`src/dcwd_pkg.sv`:
```
// Shared constants for the drive command word decoder.
// Assumes a single 250 MHz core clock and word-aligned Avalon-MM byte addresses.
package dcwd_pkg;

  // ----------------------------------------------------------------
  // Register map
  // ----------------------------------------------------------------
  localparam int DCWD_ADDR_W = 4;
  localparam logic [3:0] DCWD_OFF_CMD = 4'h0;
  localparam logic [3:0] DCWD_OFF_STATUS = 4'h4;
  localparam logic [3:0] DCWD_OFF_MODE = 4'h8;
  localparam logic [15:0] DCWD_CMD_RESET = 16'h0000;
  localparam logic [31:0] DCWD_READ_ZERO = 32'h0000_0000;

  // ----------------------------------------------------------------
  // Command word fields
  // ----------------------------------------------------------------
  localparam int DCWD_CMD_W = 16;
  localparam int DCWD_B_SETPOINT = 4;
  localparam int DCWD_B_SET_SELECT = 5;
  localparam int DCWD_B_TARGET_SEL = 6;
  localparam int DCWD_B_FAULT_RESET = 7;
  localparam int DCWD_B_HALT = 8;
  localparam int DCWD_B_GEAR_RATIO = 13;
  localparam int DCWD_B_RAMP_ARM = 14;
  localparam int DCWD_B_GEAR_START = 15;
  localparam logic [15:0] DCWD_STATE_MASK = 16'h008f;

  // Low-nibble patterns: mask and value
  localparam logic [3:0] DCWD_DISV_MASK = 4'h2;
  localparam logic [3:0] DCWD_DISV_VAL = 4'h0;
  localparam logic [3:0] DCWD_QSTOP_MASK = 4'h6;
  localparam logic [3:0] DCWD_QSTOP_VAL = 4'h2;
  localparam logic [3:0] DCWD_SHUT_MASK = 4'h7;
  localparam logic [3:0] DCWD_SHUT_VAL = 4'h6;
  localparam logic [3:0] DCWD_FULL_MASK = 4'hf;
  localparam logic [3:0] DCWD_SWON_VAL = 4'h7;
  localparam logic [3:0] DCWD_ENOP_VAL = 4'hf;

  // ----------------------------------------------------------------
  // Operating mode codes (signed 8-bit indicator)
  // ----------------------------------------------------------------
  localparam logic [7:0] DCWD_MODE_PROFILE_POS = 8'h01;
  localparam logic [7:0] DCWD_MODE_HOMING = 8'h06;
  localparam logic [7:0] DCWD_MODE_INTERP = 8'h07;
  localparam logic [7:0] DCWD_MODE_GEAR = 8'h82;

  // ----------------------------------------------------------------
  // Status register bits
  // ----------------------------------------------------------------
  localparam int DCWD_ST_LOCKED = 0;
  localparam int DCWD_ST_OP_EN = 1;
  localparam int DCWD_ST_REJECTED = 2;
  localparam int DCWD_ST_LAST_STATE = 3;
  localparam int DCWD_ST_SET_SELECT = 4;
  localparam int DCWD_ST_TARGET_SEL = 5;
  localparam int DCWD_ST_SEQ_PEND = 6;

  typedef enum logic [1:0] {
    DCWD_SEQ_IDLE = 2'b01,
    DCWD_SEQ_WAIT = 2'b10
  } dcwd_seq_t;

endpackage

```
`src/dcwd_avalon_slave.sv`:
```
// Avalon-MM handshake for the decoder registers: one wait state per access.
// Assumes the master holds the request until it sees waitrequest low.
`timescale 1ns/1ps
module dcwd_avalon_slave import dcwd_pkg::*; (
  input wire logic core_clk_in,
  input wire logic sys_rst_in,
  input wire logic read_in,
  input wire logic write_in,
  input wire logic [31:0] rd_data_in,
  output logic waitrequest_out,
  output logic [31:0] readdata_out,
  output logic take_out
);

  typedef struct packed {
    logic waitreq;
    logic [31:0] rdata;
  } dcwd_slv_t;

  dcwd_slv_t q;
  dcwd_slv_t next_q;

  // ----------------------------------------------------------------
  // Handshake
  // ----------------------------------------------------------------
  // Waitrequest idles high so a new request always sees one wait cycle
  always_comb begin
    next_q = q;
    next_q.waitreq = 1'b1;
    if ((read_in || write_in) && q.waitreq) begin
      next_q.waitreq = 1'b0;
      next_q.rdata = rd_data_in;
    end
  end

  always_ff @(posedge core_clk_in or posedge sys_rst_in) begin
    if (sys_rst_in) begin
      q <= '{waitreq: 1'b1, rdata: DCWD_READ_ZERO};
    end else begin
      q <= next_q;
    end
  end

  assign waitrequest_out = q.waitreq;
  assign readdata_out = q.rdata;
  assign take_out = (read_in || write_in) && !q.waitreq;

endmodule // dcwd_avalon_slave

```
`src/dcwd_decoder.sv`:
```
// Drive command word decoder: register, transition decode, motion decode.
// Assumes drive state, mode indicator and busy flag arrive on core_clk_in.
//
// Contract
// - Combined switch-on plus enable runs step 3, then step 4 by itself.
// - Bits 0-3 and 7 encode state transitions in every mode.
// - Match shutdown x110, switch on 0111, enable 1111, with bit 7 clear.
// - Fault clear only on a low-to-high change of bit 7.
// - Mode bits follow the active mode; elsewhere they are reserved.
// - Profile position: bit 4 rising edge starts the positioning move.
// - Homing: bit 4 set starts homing, cleared stops it.
// - Interpolated position: bit 4 enables interpolation while set.
// - Profile position: bit 5 picks single or set, sampled at strobe.
// - Profile position: bit 6 picks absolute or relative, sampled at strobe.
// - Bit 8 requests a halt in every mode.
// - Gear mode: bit 13 picks the starting ratio of the ramp.
// - Gear mode: bit 14 arms the ramp start.
// - Gear mode: bit 15 starts the geared movement.
// - Changed state bits make the write ignore bits 4-6 and 8-15.
// - Unchanged state bits: other bits act only in operation enabled.
// - While a transition runs, changed command words are refused.
// - A status flag reports when command word changes are refused.
//
// Chosen here: the Avalon-MM interface to the registers and the address map.
`timescale 1ns/1ps
module dcwd_decoder import dcwd_pkg::*; (
  input wire logic core_clk_in,
  input wire logic sys_rst_in,
  input wire logic [DCWD_ADDR_W-1:0] avs_address_in,
  input wire logic avs_read_in,
  input wire logic avs_write_in,
  input wire logic [31:0] avs_writedata_in,
  input wire logic [3:0] avs_byteenable_in,
  output logic [31:0] avs_readdata_out,
  output logic avs_waitrequest_out,
  input wire logic [7:0] active_mode_indicator_in,
  input wire logic switched_on_in,
  input wire logic op_enabled_in,
  input wire logic transition_busy_in,
  output logic cmd_shutdown_out,
  output logic cmd_switch_on_out,
  output logic cmd_enable_op_out,
  output logic cmd_disable_voltage_out,
  output logic cmd_quick_stop_out,
  output logic cmd_fault_reset_out,
  output logic new_setpoint_out,
  output logic set_of_points_out,
  output logic target_interpretation_select_out,
  output logic homing_start_out,
  output logic interpolation_enable_out,
  output logic halt_out,
  output logic gear_ratio_select_out,
  output logic ramp_arm_out,
  output logic gear_start_out,
  output logic cmd_locked_out
);

  typedef struct packed {
    logic [DCWD_CMD_W-1:0] cmd_word;
    logic motion_bit4;
    logic shutdown;
    logic disable_v;
    logic quick_stop;
    logic fault_reset;
    logic setpoint;
    logic set_select;
    logic target_sel;
    logic homing;
    logic interp;
    logic halt;
    logic gear_ratio;
    logic ramp_arm;
    logic gear_start;
    logic locked;
    logic rejected;
    logic last_state;
  } dcwd_dec_t;

  dcwd_dec_t q;
  dcwd_dec_t next_q;

  logic take;
  logic take_wr;
  logic take_rd_status;
  logic [31:0] rd_data;
  logic [DCWD_CMD_W-1:0] merged;
  logic [3:0] nib;
  logic state_changed;
  logic refuse;
  logic accept;
  logic req_switch_on;
  logic req_enable;
  logic abort;
  logic seq_pending;

  // ----------------------------------------------------------------
  // Bus slave
  // ----------------------------------------------------------------
  dcwd_avalon_slave u_slave (
    .core_clk_in(core_clk_in),
    .sys_rst_in(sys_rst_in),
    .read_in(avs_read_in),
    .write_in(avs_write_in),
    .rd_data_in(rd_data),
    .waitrequest_out(avs_waitrequest_out),
    .readdata_out(avs_readdata_out),
    .take_out(take)
  );

  assign take_wr = take && avs_write_in && (avs_address_in == DCWD_OFF_CMD);
  assign take_rd_status = take && avs_read_in && (avs_address_in == DCWD_OFF_STATUS);

  // Only the two low byte lanes carry the command word
  always_comb begin
    merged = q.cmd_word;
    if (avs_byteenable_in[0]) begin
      merged[7:0] = avs_writedata_in[7:0];
    end
    if (avs_byteenable_in[1]) begin
      merged[15:8] = avs_writedata_in[15:8];
    end
  end

  assign nib = merged[3:0];
  assign state_changed = (merged & DCWD_STATE_MASK) != (q.cmd_word & DCWD_STATE_MASK);
  // Rewriting the same word while busy is harmless, so only a change is refused
  assign refuse = transition_busy_in && (merged != q.cmd_word);
  assign accept = take_wr && !refuse;

  always_comb begin
    rd_data = DCWD_READ_ZERO;
    case (avs_address_in)
      DCWD_OFF_CMD: rd_data[DCWD_CMD_W-1:0] = q.cmd_word;
      DCWD_OFF_STATUS: begin
        rd_data[DCWD_ST_LOCKED] = q.locked;
        rd_data[DCWD_ST_OP_EN] = op_enabled_in;
        rd_data[DCWD_ST_REJECTED] = q.rejected;
        rd_data[DCWD_ST_LAST_STATE] = q.last_state;
        rd_data[DCWD_ST_SET_SELECT] = q.set_select;
        rd_data[DCWD_ST_TARGET_SEL] = q.target_sel;
        rd_data[DCWD_ST_SEQ_PEND] = seq_pending;
      end
      DCWD_OFF_MODE: rd_data[7:0] = active_mode_indicator_in;
      default: rd_data = DCWD_READ_ZERO;
    endcase
  end

  // ----------------------------------------------------------------
  // Command decode
  // ----------------------------------------------------------------
  always_comb begin
    next_q = q;
    req_switch_on = 1'b0;
    req_enable = 1'b0;
    abort = 1'b0;
    next_q.shutdown = 1'b0;
    next_q.disable_v = 1'b0;
    next_q.quick_stop = 1'b0;
    next_q.fault_reset = 1'b0;
    next_q.setpoint = 1'b0;
    next_q.locked = transition_busy_in;
    // Clear first so that a refusal in the same cycle still lands
    if (take_rd_status) begin
      next_q.rejected = 1'b0;
    end
    if (take_wr && refuse) begin
      next_q.rejected = 1'b1;
    end
    if (accept) begin
      next_q.cmd_word = merged;
      next_q.last_state = state_changed;
      if (state_changed) begin
        abort = 1'b1;
        // Motion bits of this write are dropped on purpose
        if (merged[DCWD_B_FAULT_RESET] && !q.cmd_word[DCWD_B_FAULT_RESET]) begin
          next_q.fault_reset = 1'b1;
        end else if (!merged[DCWD_B_FAULT_RESET]) begin
          if ((nib & DCWD_DISV_MASK) == DCWD_DISV_VAL) begin
            next_q.disable_v = 1'b1;
          end else if ((nib & DCWD_QSTOP_MASK) == DCWD_QSTOP_VAL) begin
            next_q.quick_stop = 1'b1;
          end else if ((nib & DCWD_SHUT_MASK) == DCWD_SHUT_VAL) begin
            next_q.shutdown = 1'b1;
          end else if ((nib & DCWD_FULL_MASK) == DCWD_SWON_VAL) begin
            req_switch_on = 1'b1;
          end else if ((nib & DCWD_FULL_MASK) == DCWD_ENOP_VAL) begin
            req_enable = 1'b1;
          end
        end
      end else if (op_enabled_in) begin
        next_q.halt = merged[DCWD_B_HALT];
        next_q.motion_bit4 = merged[DCWD_B_SETPOINT];
        case (active_mode_indicator_in)
          DCWD_MODE_PROFILE_POS: begin
            if (merged[DCWD_B_SETPOINT] && !q.motion_bit4) begin
              next_q.setpoint = 1'b1;
              next_q.set_select = merged[DCWD_B_SET_SELECT];
              next_q.target_sel = merged[DCWD_B_TARGET_SEL];
            end
          end
          DCWD_MODE_HOMING: next_q.homing = merged[DCWD_B_SETPOINT];
          DCWD_MODE_INTERP: next_q.interp = merged[DCWD_B_SETPOINT];
          DCWD_MODE_GEAR: begin
            next_q.gear_ratio = merged[DCWD_B_GEAR_RATIO];
            next_q.ramp_arm = merged[DCWD_B_RAMP_ARM];
            next_q.gear_start = merged[DCWD_B_GEAR_START];
          end
          default: begin
          end
        endcase
      end
    end
    // Mode-bound levels drop as soon as their mode is left
    if (active_mode_indicator_in != DCWD_MODE_HOMING) begin
      next_q.homing = 1'b0;
    end
    if (active_mode_indicator_in != DCWD_MODE_INTERP) begin
      next_q.interp = 1'b0;
    end
    if (active_mode_indicator_in != DCWD_MODE_GEAR) begin
      next_q.gear_ratio = 1'b0;
      next_q.ramp_arm = 1'b0;
      next_q.gear_start = 1'b0;
    end
  end

  always_ff @(posedge core_clk_in or posedge sys_rst_in) begin
    if (sys_rst_in) begin
      q <= '0;
      q.cmd_word <= DCWD_CMD_RESET;
    end else begin
      q <= next_q;
    end
  end

  // ----------------------------------------------------------------
  // Switch-on / enable sequencing
  // ----------------------------------------------------------------
  dcwd_enable_seq u_seq (
    .core_clk_in(core_clk_in),
    .sys_rst_in(sys_rst_in),
    .req_switch_on_in(req_switch_on),
    .req_enable_in(req_enable),
    .abort_in(abort),
    .switched_on_in(switched_on_in),
    .op_enabled_in(op_enabled_in),
    .busy_in(transition_busy_in),
    .switch_on_out(cmd_switch_on_out),
    .enable_op_out(cmd_enable_op_out),
    .pending_out(seq_pending)
  );

  assign cmd_shutdown_out = q.shutdown;
  assign cmd_disable_voltage_out = q.disable_v;
  assign cmd_quick_stop_out = q.quick_stop;
  assign cmd_fault_reset_out = q.fault_reset;
  assign new_setpoint_out = q.setpoint;
  assign set_of_points_out = q.set_select;
  assign target_interpretation_select_out = q.target_sel;
  assign homing_start_out = q.homing;
  assign interpolation_enable_out = q.interp;
  assign halt_out = q.halt;
  assign gear_ratio_select_out = q.gear_ratio;
  assign ramp_arm_out = q.ramp_arm;
  assign gear_start_out = q.gear_start;
  assign cmd_locked_out = q.locked;
endmodule // dcwd_decoder

```
`src/dcwd_enable_seq.sv`:
```
// Switch-on / enable-operation sequencer of the command word decoder.
// Assumes drive state flags come from the state machine on the same clock.
`timescale 1ns/1ps
module dcwd_enable_seq import dcwd_pkg::*; (
  input wire logic core_clk_in,
  input wire logic sys_rst_in,
  input wire logic req_switch_on_in,
  input wire logic req_enable_in,
  input wire logic abort_in,
  input wire logic switched_on_in,
  input wire logic op_enabled_in,
  input wire logic busy_in,
  output logic switch_on_out,
  output logic enable_op_out,
  output logic pending_out
);

  typedef struct packed {
    dcwd_seq_t state;
    logic swon;
    logic enop;
  } dcwd_seq_st_t;

  dcwd_seq_st_t q;
  dcwd_seq_st_t next_q;

  // ----------------------------------------------------------------
  // Sequence
  // ----------------------------------------------------------------
  always_comb begin
    next_q = q;
    next_q.swon = 1'b0;
    next_q.enop = 1'b0;
    unique case (q.state)
      DCWD_SEQ_IDLE: begin
      end
      DCWD_SEQ_WAIT: begin
        // Step 4 follows once the switch-on step has settled
        if (switched_on_in && !busy_in) begin
          next_q.enop = 1'b1;
          next_q.state = DCWD_SEQ_IDLE;
        end
      end
    endcase
    if (abort_in) begin
      next_q.state = DCWD_SEQ_IDLE;
      next_q.enop = 1'b0;
    end
    if (req_switch_on_in) begin
      next_q.swon = 1'b1;
    end
    if (req_enable_in && !op_enabled_in) begin
      if (switched_on_in) begin
        next_q.enop = 1'b1;
      end else begin
        next_q.swon = 1'b1;
        next_q.state = DCWD_SEQ_WAIT;
      end
    end
  end

  always_ff @(posedge core_clk_in or posedge sys_rst_in) begin
    if (sys_rst_in) begin
      q <= '{state: DCWD_SEQ_IDLE, swon: 1'b0, enop: 1'b0};
    end else begin
      q <= next_q;
    end
  end

  assign switch_on_out = q.swon;
  assign enable_op_out = q.enop;
  assign pending_out = (q.state == DCWD_SEQ_WAIT);
endmodule // dcwd_enable_seq

```
`config.mk`:
```
export PLATFORM = sky130hd
export DESIGN_NAME = dcwd_decoder
export DESIGN_NICKNAME = d
export VERILOG_FILES = /design/src/dcwd_pkg.sv /design/src/dcwd_avalon_slave.sv /design/src/dcwd_decoder.sv /design/src/dcwd_enable_seq.sv
export SDC_FILE = /design/constraint.sdc
export NUM_CORES = 1
export LEC_CHECK = 0
export BUFFER_PORTS_ARGS = -buffer_cell sky130_fd_sc_hd__buf_2
export CAP_MARGIN = 20
export CORE_UTILIZATION = 50
export DETAILED_ROUTE_END_ITERATION = 16
export PLACE_DENSITY = 0.8
export SETUP_SLACK_MARGIN = 0.1
export SLEW_MARGIN = 40
export SYNTH_ARGS = -nofsm -noshare
export SYNTH_HDL_FRONTEND = slang
export SYNTH_SLANG_ARGS = --single-unit
```
`constraint.sdc`:
```
create_clock -name core_clk_in -period 4.11 [get_ports core_clk_in]
set_input_delay 0.2055 -clock core_clk_in [delete_from_list [all_inputs] [get_ports core_clk_in]]
set_output_delay 0.2055 -clock core_clk_in [all_outputs]
set_load 0.01 [all_outputs]
```
== Yosys cells after proc, flatten, opt, wreduce, memory -nomap -nowiden ==
Cells that the tools add are included.
Storage, ports and cells
  flip-flop bits (word level): 54
  bits of input ports: 55
  output and inout bits: 49
  word-level logic and storage cells: 138
Cells by class
  eq/ne operators: 19
  multiplexer cells: 58
  bitwise gates (word level): 1
  reductions and logical operators: 37
Operators by type and width (number)
  $mux 1: 37
  $mux 33: 1
  $mux 8: 3
  $mux 3: 7
  $pmux 7 s3: 1
  $reduce_bool 2->1: 10
  $mux 9: 2
  $eq 8x3->1 const B: 2
  $ne 16x16->1: 1
  $ne 8x3->1 const B: 2
  $logic_and 1x1->1: 13
  $mux 13: 1
  $reduce_and 4->1: 3
  $eq 4x3->1 const B: 2
  $eq 4x4->1 const B: 2
  $eq 8x1->1 const B: 1
  $eq 8x8->1 const B: 1
  $logic_not 4->1: 2
  $mux 4: 2
  $ne 8x8->1 const B: 1
  $logic_not 1->1: 6
  $mux 2: 3
  $ne 2x1->1 const B: 3
  $ne 5x5->1: 1
  other kinds (8): 8

== Depth between registers and ports, before layout ==
  word-level depth: 13
  mapped depth: 9
  depth with buffers taken out: 7

== By module ==
A second synthesis with hierarchy kept.
Unflattened totals
  cell total of the unflattened synthesis: 281
  area total of the unflattened synthesis: 3457.1 um2
Modules (own cells, without submodules)
  dcwd_decoder: instances 1, cells an instance 192, area each 2023.2 um2, seq. area each 825.8 um2
  dcwd_avalon_slave: instances 1, cells an instance 72, area each 1248.7 um2, seq. area each 827.0 um2
  dcwd_enable_seq: instances 1, cells an instance 17, area each 185.2 um2, seq. area each 101.3 um2

== Worst setup path before layout ==
OpenSTA, ideal clock, no wires.
  path kind: input-to-reg
  from: input avs_byteenable_in[0]
  to: register q (netlist bit halt_out)
  library setup time: 0.125 ns
  arrival time: 2.164 ns
  required time: 3.985 ns
  path slack: 1.821 ns
  stages: 8
  path buffers: 3
  path through: buf_2 -> clkbuf_1 -> o21ai_0 -> ha_1 -> and3_1 -> and4_1 -> buf_2 -> mux2_2
On the way
  longest elaborated chain between the ends: 6
  elaborated cells between the ends (all ways): 8
  those cells by class: eq/ne: 2; mux: 1; bitwise: 1; reduce/logical: 4
Ends and longest elaborated chain
  from (decl): RTL line dcwd_decoder.sv:33  | input wire logic [3:0] avs_byteenable_in,
  $mux 8 *: RTL line dcwd_decoder.sv:116  | if (avs_byteenable_in[0]) begin
  named net merged[7]: RTL line dcwd_decoder.sv:86  | logic [DCWD_CMD_W-1:0] merged;
  $ne 16x16->1: RTL line dcwd_decoder.sv:127  | assign refuse = transition_busy_in && (merged != q.cmd_word);
  $logic_and 1x1->1: RTL line dcwd_decoder.sv:127
  $logic_not 1->1: RTL line dcwd_decoder.sv:128  | assign accept = take_wr && !refuse;
  $logic_and 1x1->1: RTL line dcwd_decoder.sv:128
  $reduce_and 3->1 (no source line) *
  to (signal assigned): RTL line dcwd_decoder.sv:232  | q <= next_q;
  to (decl): RTL line dcwd_decoder.sv:79  | dcwd_dec_t q;
Mark *: on every way through the listed nets, which the timed path passes. The rest lies on a longest branch.
A chain may end at the register's enable or synchronous reset.

== Worst setup path after layout ==
  from: register q[20] (netlist name)
  to: register q[16] (netlist name)
On the way
  longest elaborated chain between the ends: 6
  elaborated cells between the ends (all ways): 8
  those cells by class: eq/ne: 2; mux: 1; bitwise: 1; reduce/logical: 4
Ends and longest elaborated chain (RTL line)
  $mux 8: dcwd_decoder.sv:116
  $ne 16x16->1: dcwd_decoder.sv:127
  $logic_and 1x1->1: dcwd_decoder.sv:127
  $logic_not 1->1: dcwd_decoder.sv:128
  $logic_and 1x1->1: dcwd_decoder.sv:128
  $reduce_and 3->1 (no source line) *
Mark *: on every way between the ends. The rest lies on a longest branch, timed or not.

==> results.py <==
metrics = {
    "setup_path": {
        "cp-start-kind": "flop",
        "rr_startpoint": "q[20]",
        "ff2ff_path_depth": 5,
        "reg2reg_to": "q[16]",
        "critPathKind": "reg -> reg",
        "critPathRequiredTime_ns": 4.31,
        "end_kind": "flop",
        "worstPathMaxFanout": 7,
        "rrSetupSlack_ns": 1.70,
        "crit_arrival_ns": 2.61,
        "startpoint": "q[20]",
    },
    "clock_network": {
        "htree_levels": 2,
        "ctsHoldBuffers": 0,
        "cts.sinks": 54,
        "cts_tree": "yes",
        "clkLatencyLatePin_ns": 0.31,
        "clockBufferDepth": 2,
        "cts_setup_buffers": 0,
        "cts_resized": 0,
        "cts_buffers": 5,
        "cts_root_buf": "clkbuf_8",
        "path_clk_slew_ns": 0.09,
    },
    "sta": {
        "fin_crit_sh_pct": 58.7,
        "setup_violations": 0,
        "slew_headroom_pct": 54.2,
        "fin_hold_ws_ns": -0.0118,
        "period_needed_ns": 2.41,
        "drv_slew": 0,
        "rsz0062_at_grt": "false",
        "tightestPinTransition_ns": 0.685,
        "hold_violations": 23,
        "fin_skew_ns": 0.00946,
        "max_freq_ghz": 0.415,
        "setup-tns-final_ns": 0,
    },
    "global_routing": {
        "gr-total-overflow": 0,
        "grt_pass1_wl_mm": 10.4,
        "antenna_found_initial": 0,
        "grt_pass1_vias": 2214,
        "grt_max_degree": 55,
        "grt_use_total_pct": 21.6,
    },
    "power_and_ir_drop": {
        "total_power_uw": 1120,
        "pwr-share-clk_pct": 31.3,
        "p_switching_uw": 303,
        "intPower_uw": 813,
        "power_density_nw_per_um2": 328,
        "ir_worst_vdd_uv": 203,
        "seqPwrFrac_pct": 52.5,
        "comb_power_share_pct": 16.2,
        "power.leakage_uw": 0.00173,
        "switching_share_pct": 27.1,
    },
    "drt": {
        "ant_nets": 0,
        "wl_mm": 6.27,
        "drc_errors": 0,
        "routedWlPerCell_um": 15.6,
        "viasPerCell": 5.62,
        "drt-initial-drc-count": 111,
        "via_count": 2261,
        "first_pass_iters": 4,
    },
    "die": {
        "coreArea_um2": 5610,
        "die_y_um": 78.8,
        "die_w_um": 78.8,
        "num_rows": 27,
        "dieArea_um2": 6210,
        "pin_count": 104,
        "start_util_pct": 52.6,
    },
    "placed_design": {
        "gp_congestion": 0.845,
        "dp_hpwl_mm": 4.69,
        "dp_cells": 394,
        "port_buffers": 69,
    },
    "logic_synthesis": {
        "avgSynthCellArea_um2": 11.2,
        "synth-seq-cells": 54,
        "synth_cells": 263,
        "dominantRegCellSynth": "dfrtp_1",
        "netlist_area_um2": 2950,
        "yosys_warnings": 0,
        "yosysSeqAreaShare_pct": 45.9,
        "synth_edf_count": 0,
        "async_flop_share_pct": 100,
        "yosys.cell_types.count": 51,
    },
    "min_path": {
        "hp-class": "in -> async",
    },
    "cells_and_area": {
        "top_register": "q",
        "nFillCells": 487,
        "multiInputGateArea_um2": 1480,
        "register_area_um2": 1350,
        "final_layout_size_suffix_gt1_share_pct": 34.2,
        "fin_cells": 402,
        "largest_register_ffs": 19,
        "syn_to_final_growth_pct": 15.4,
        "diodes": 0,
        "nNetsFinal": 385,
    },
    "run_status": {
        "violations": "hold timing",
        "status": "finished with violations",
    },
    "run": {
        "cap_violations": 0,
    },
}
## cells by family (layout without fill, tap and decap cells)
logic type,Yosys count,in the layout,share of synthesized area (%)
compound gates,54,54,14.8
xor+xnor,15,15,4.46
fa+ha+maj,1,1,0.424
buf+inv,31,83,6.11
flops,54,54,45.9
mux,36,36,13.2
other cells,1,16,0.127
simple gates,71,71,15.0
## cell usage after synthesis, types with 2 or more instances
cell type   n  area [um^2]
and3b_1     2         17.5
nor2b_1     5         31.3
a41oi_1     4         35.0
and3_1      3         18.8
nor3b_1     2         15.0
dfstp_2     2         52.6
buf_4      16          120
and2_1      2         12.5
clkbuf_1    6         22.5
nand3_1     3         15.0
dfrtp_1    52         1300
xor2_1     15          131
nand4_1     2         12.5
nor4b_4     2         47.6
a31oi_1     2         12.5
buf_2       2         10.0
o32a_1      2         20.0
nor4_1      3         18.8
mux2_2     22          248
inv_1       5         18.8
nor3_1      5         25.0
a22o_1     16          140
nand2_1    19         71.3
nand3b_1    4         30.0
or4_1       4         30.0
o21ai_0    12         60.1
o22a_1      2         17.5
mux2i_1    14          140
nor2_1      9         33.8
a211oi_1    5         37.5
## final cells by class
| type | count | share of cell area (%) |
|---|---|---|
| flip-flops and latches | 54 | 39.8 |
| inverters | 5 | 0.625 |
| repair buffers | 70 | 10.4 |
| well taps | 72 | 2.65 |
| clock inverters | 3 | 1.18 |
| multi-input cells | 193 | 43.4 |
| clock buffers | 5 | 2.02 |
## critical path: stages, from the launching register on
cell     delay [ns]
dfrtp_1        0.43
xor2_1         0.20
o41ai_4        0.55
and3_1         0.34
and4_1         0.41
mux2_2         0.37
## cell usage in the layout (no fill, tap or decap), types with 9 or more instances in the layout
master / count
a22o_1: 16
mux2i_1: 14
xor2_1: 15
buf_2: 69
dfrtp_1: 52
mux2_2: 22
nor2_1: 9
o21ai_0: 11
nand2_1: 19
conb_1: 16
## through the flow
step	cell area, um^2	util (%)	setup slack [ns]
finish	3400	60.7	1.70
global route	3400	60.7	1.60
global placement	3290	58.6	1.75
floorplan	3000	-	1.82
CTS	3400	60.7	1.71
detailed placement	3290	58.7	1.73
## power groups by stage
stage	sequential [uW]	clock, uW	combinational [uW]
after floorplan	592	0	131
after global placement	594	0	174
after detailed placement	595	0	180
after CTS	585	357	181
after global routing	588	378	201
final	585	350	181
## routing by layer
metal	part of all wire [%]	wire, um	vias to the layer above	GRT usage [%]
li1	-	-	1073	-
met5	0	0	-	0
met2	49	3060	73	35.0
met4	1.4	89	0	7.59
met3	4.9	306	10	2.41
met1	45	2810	1105	29.9
## how the worst max path moves through the flow
stage / end / slack, ns / cells past startpoint
CTS: q[16] / 1.71 / 5
global route: q[16] / 1.60 / 5
floorplan: halt_out / 1.82 / 8
global placement: q[16] / 1.75 / 5
detailed placement: halt_out / 1.73 / 5
finish: q[16] / 1.70 / 5
Power figures use the tool's default switching activity.
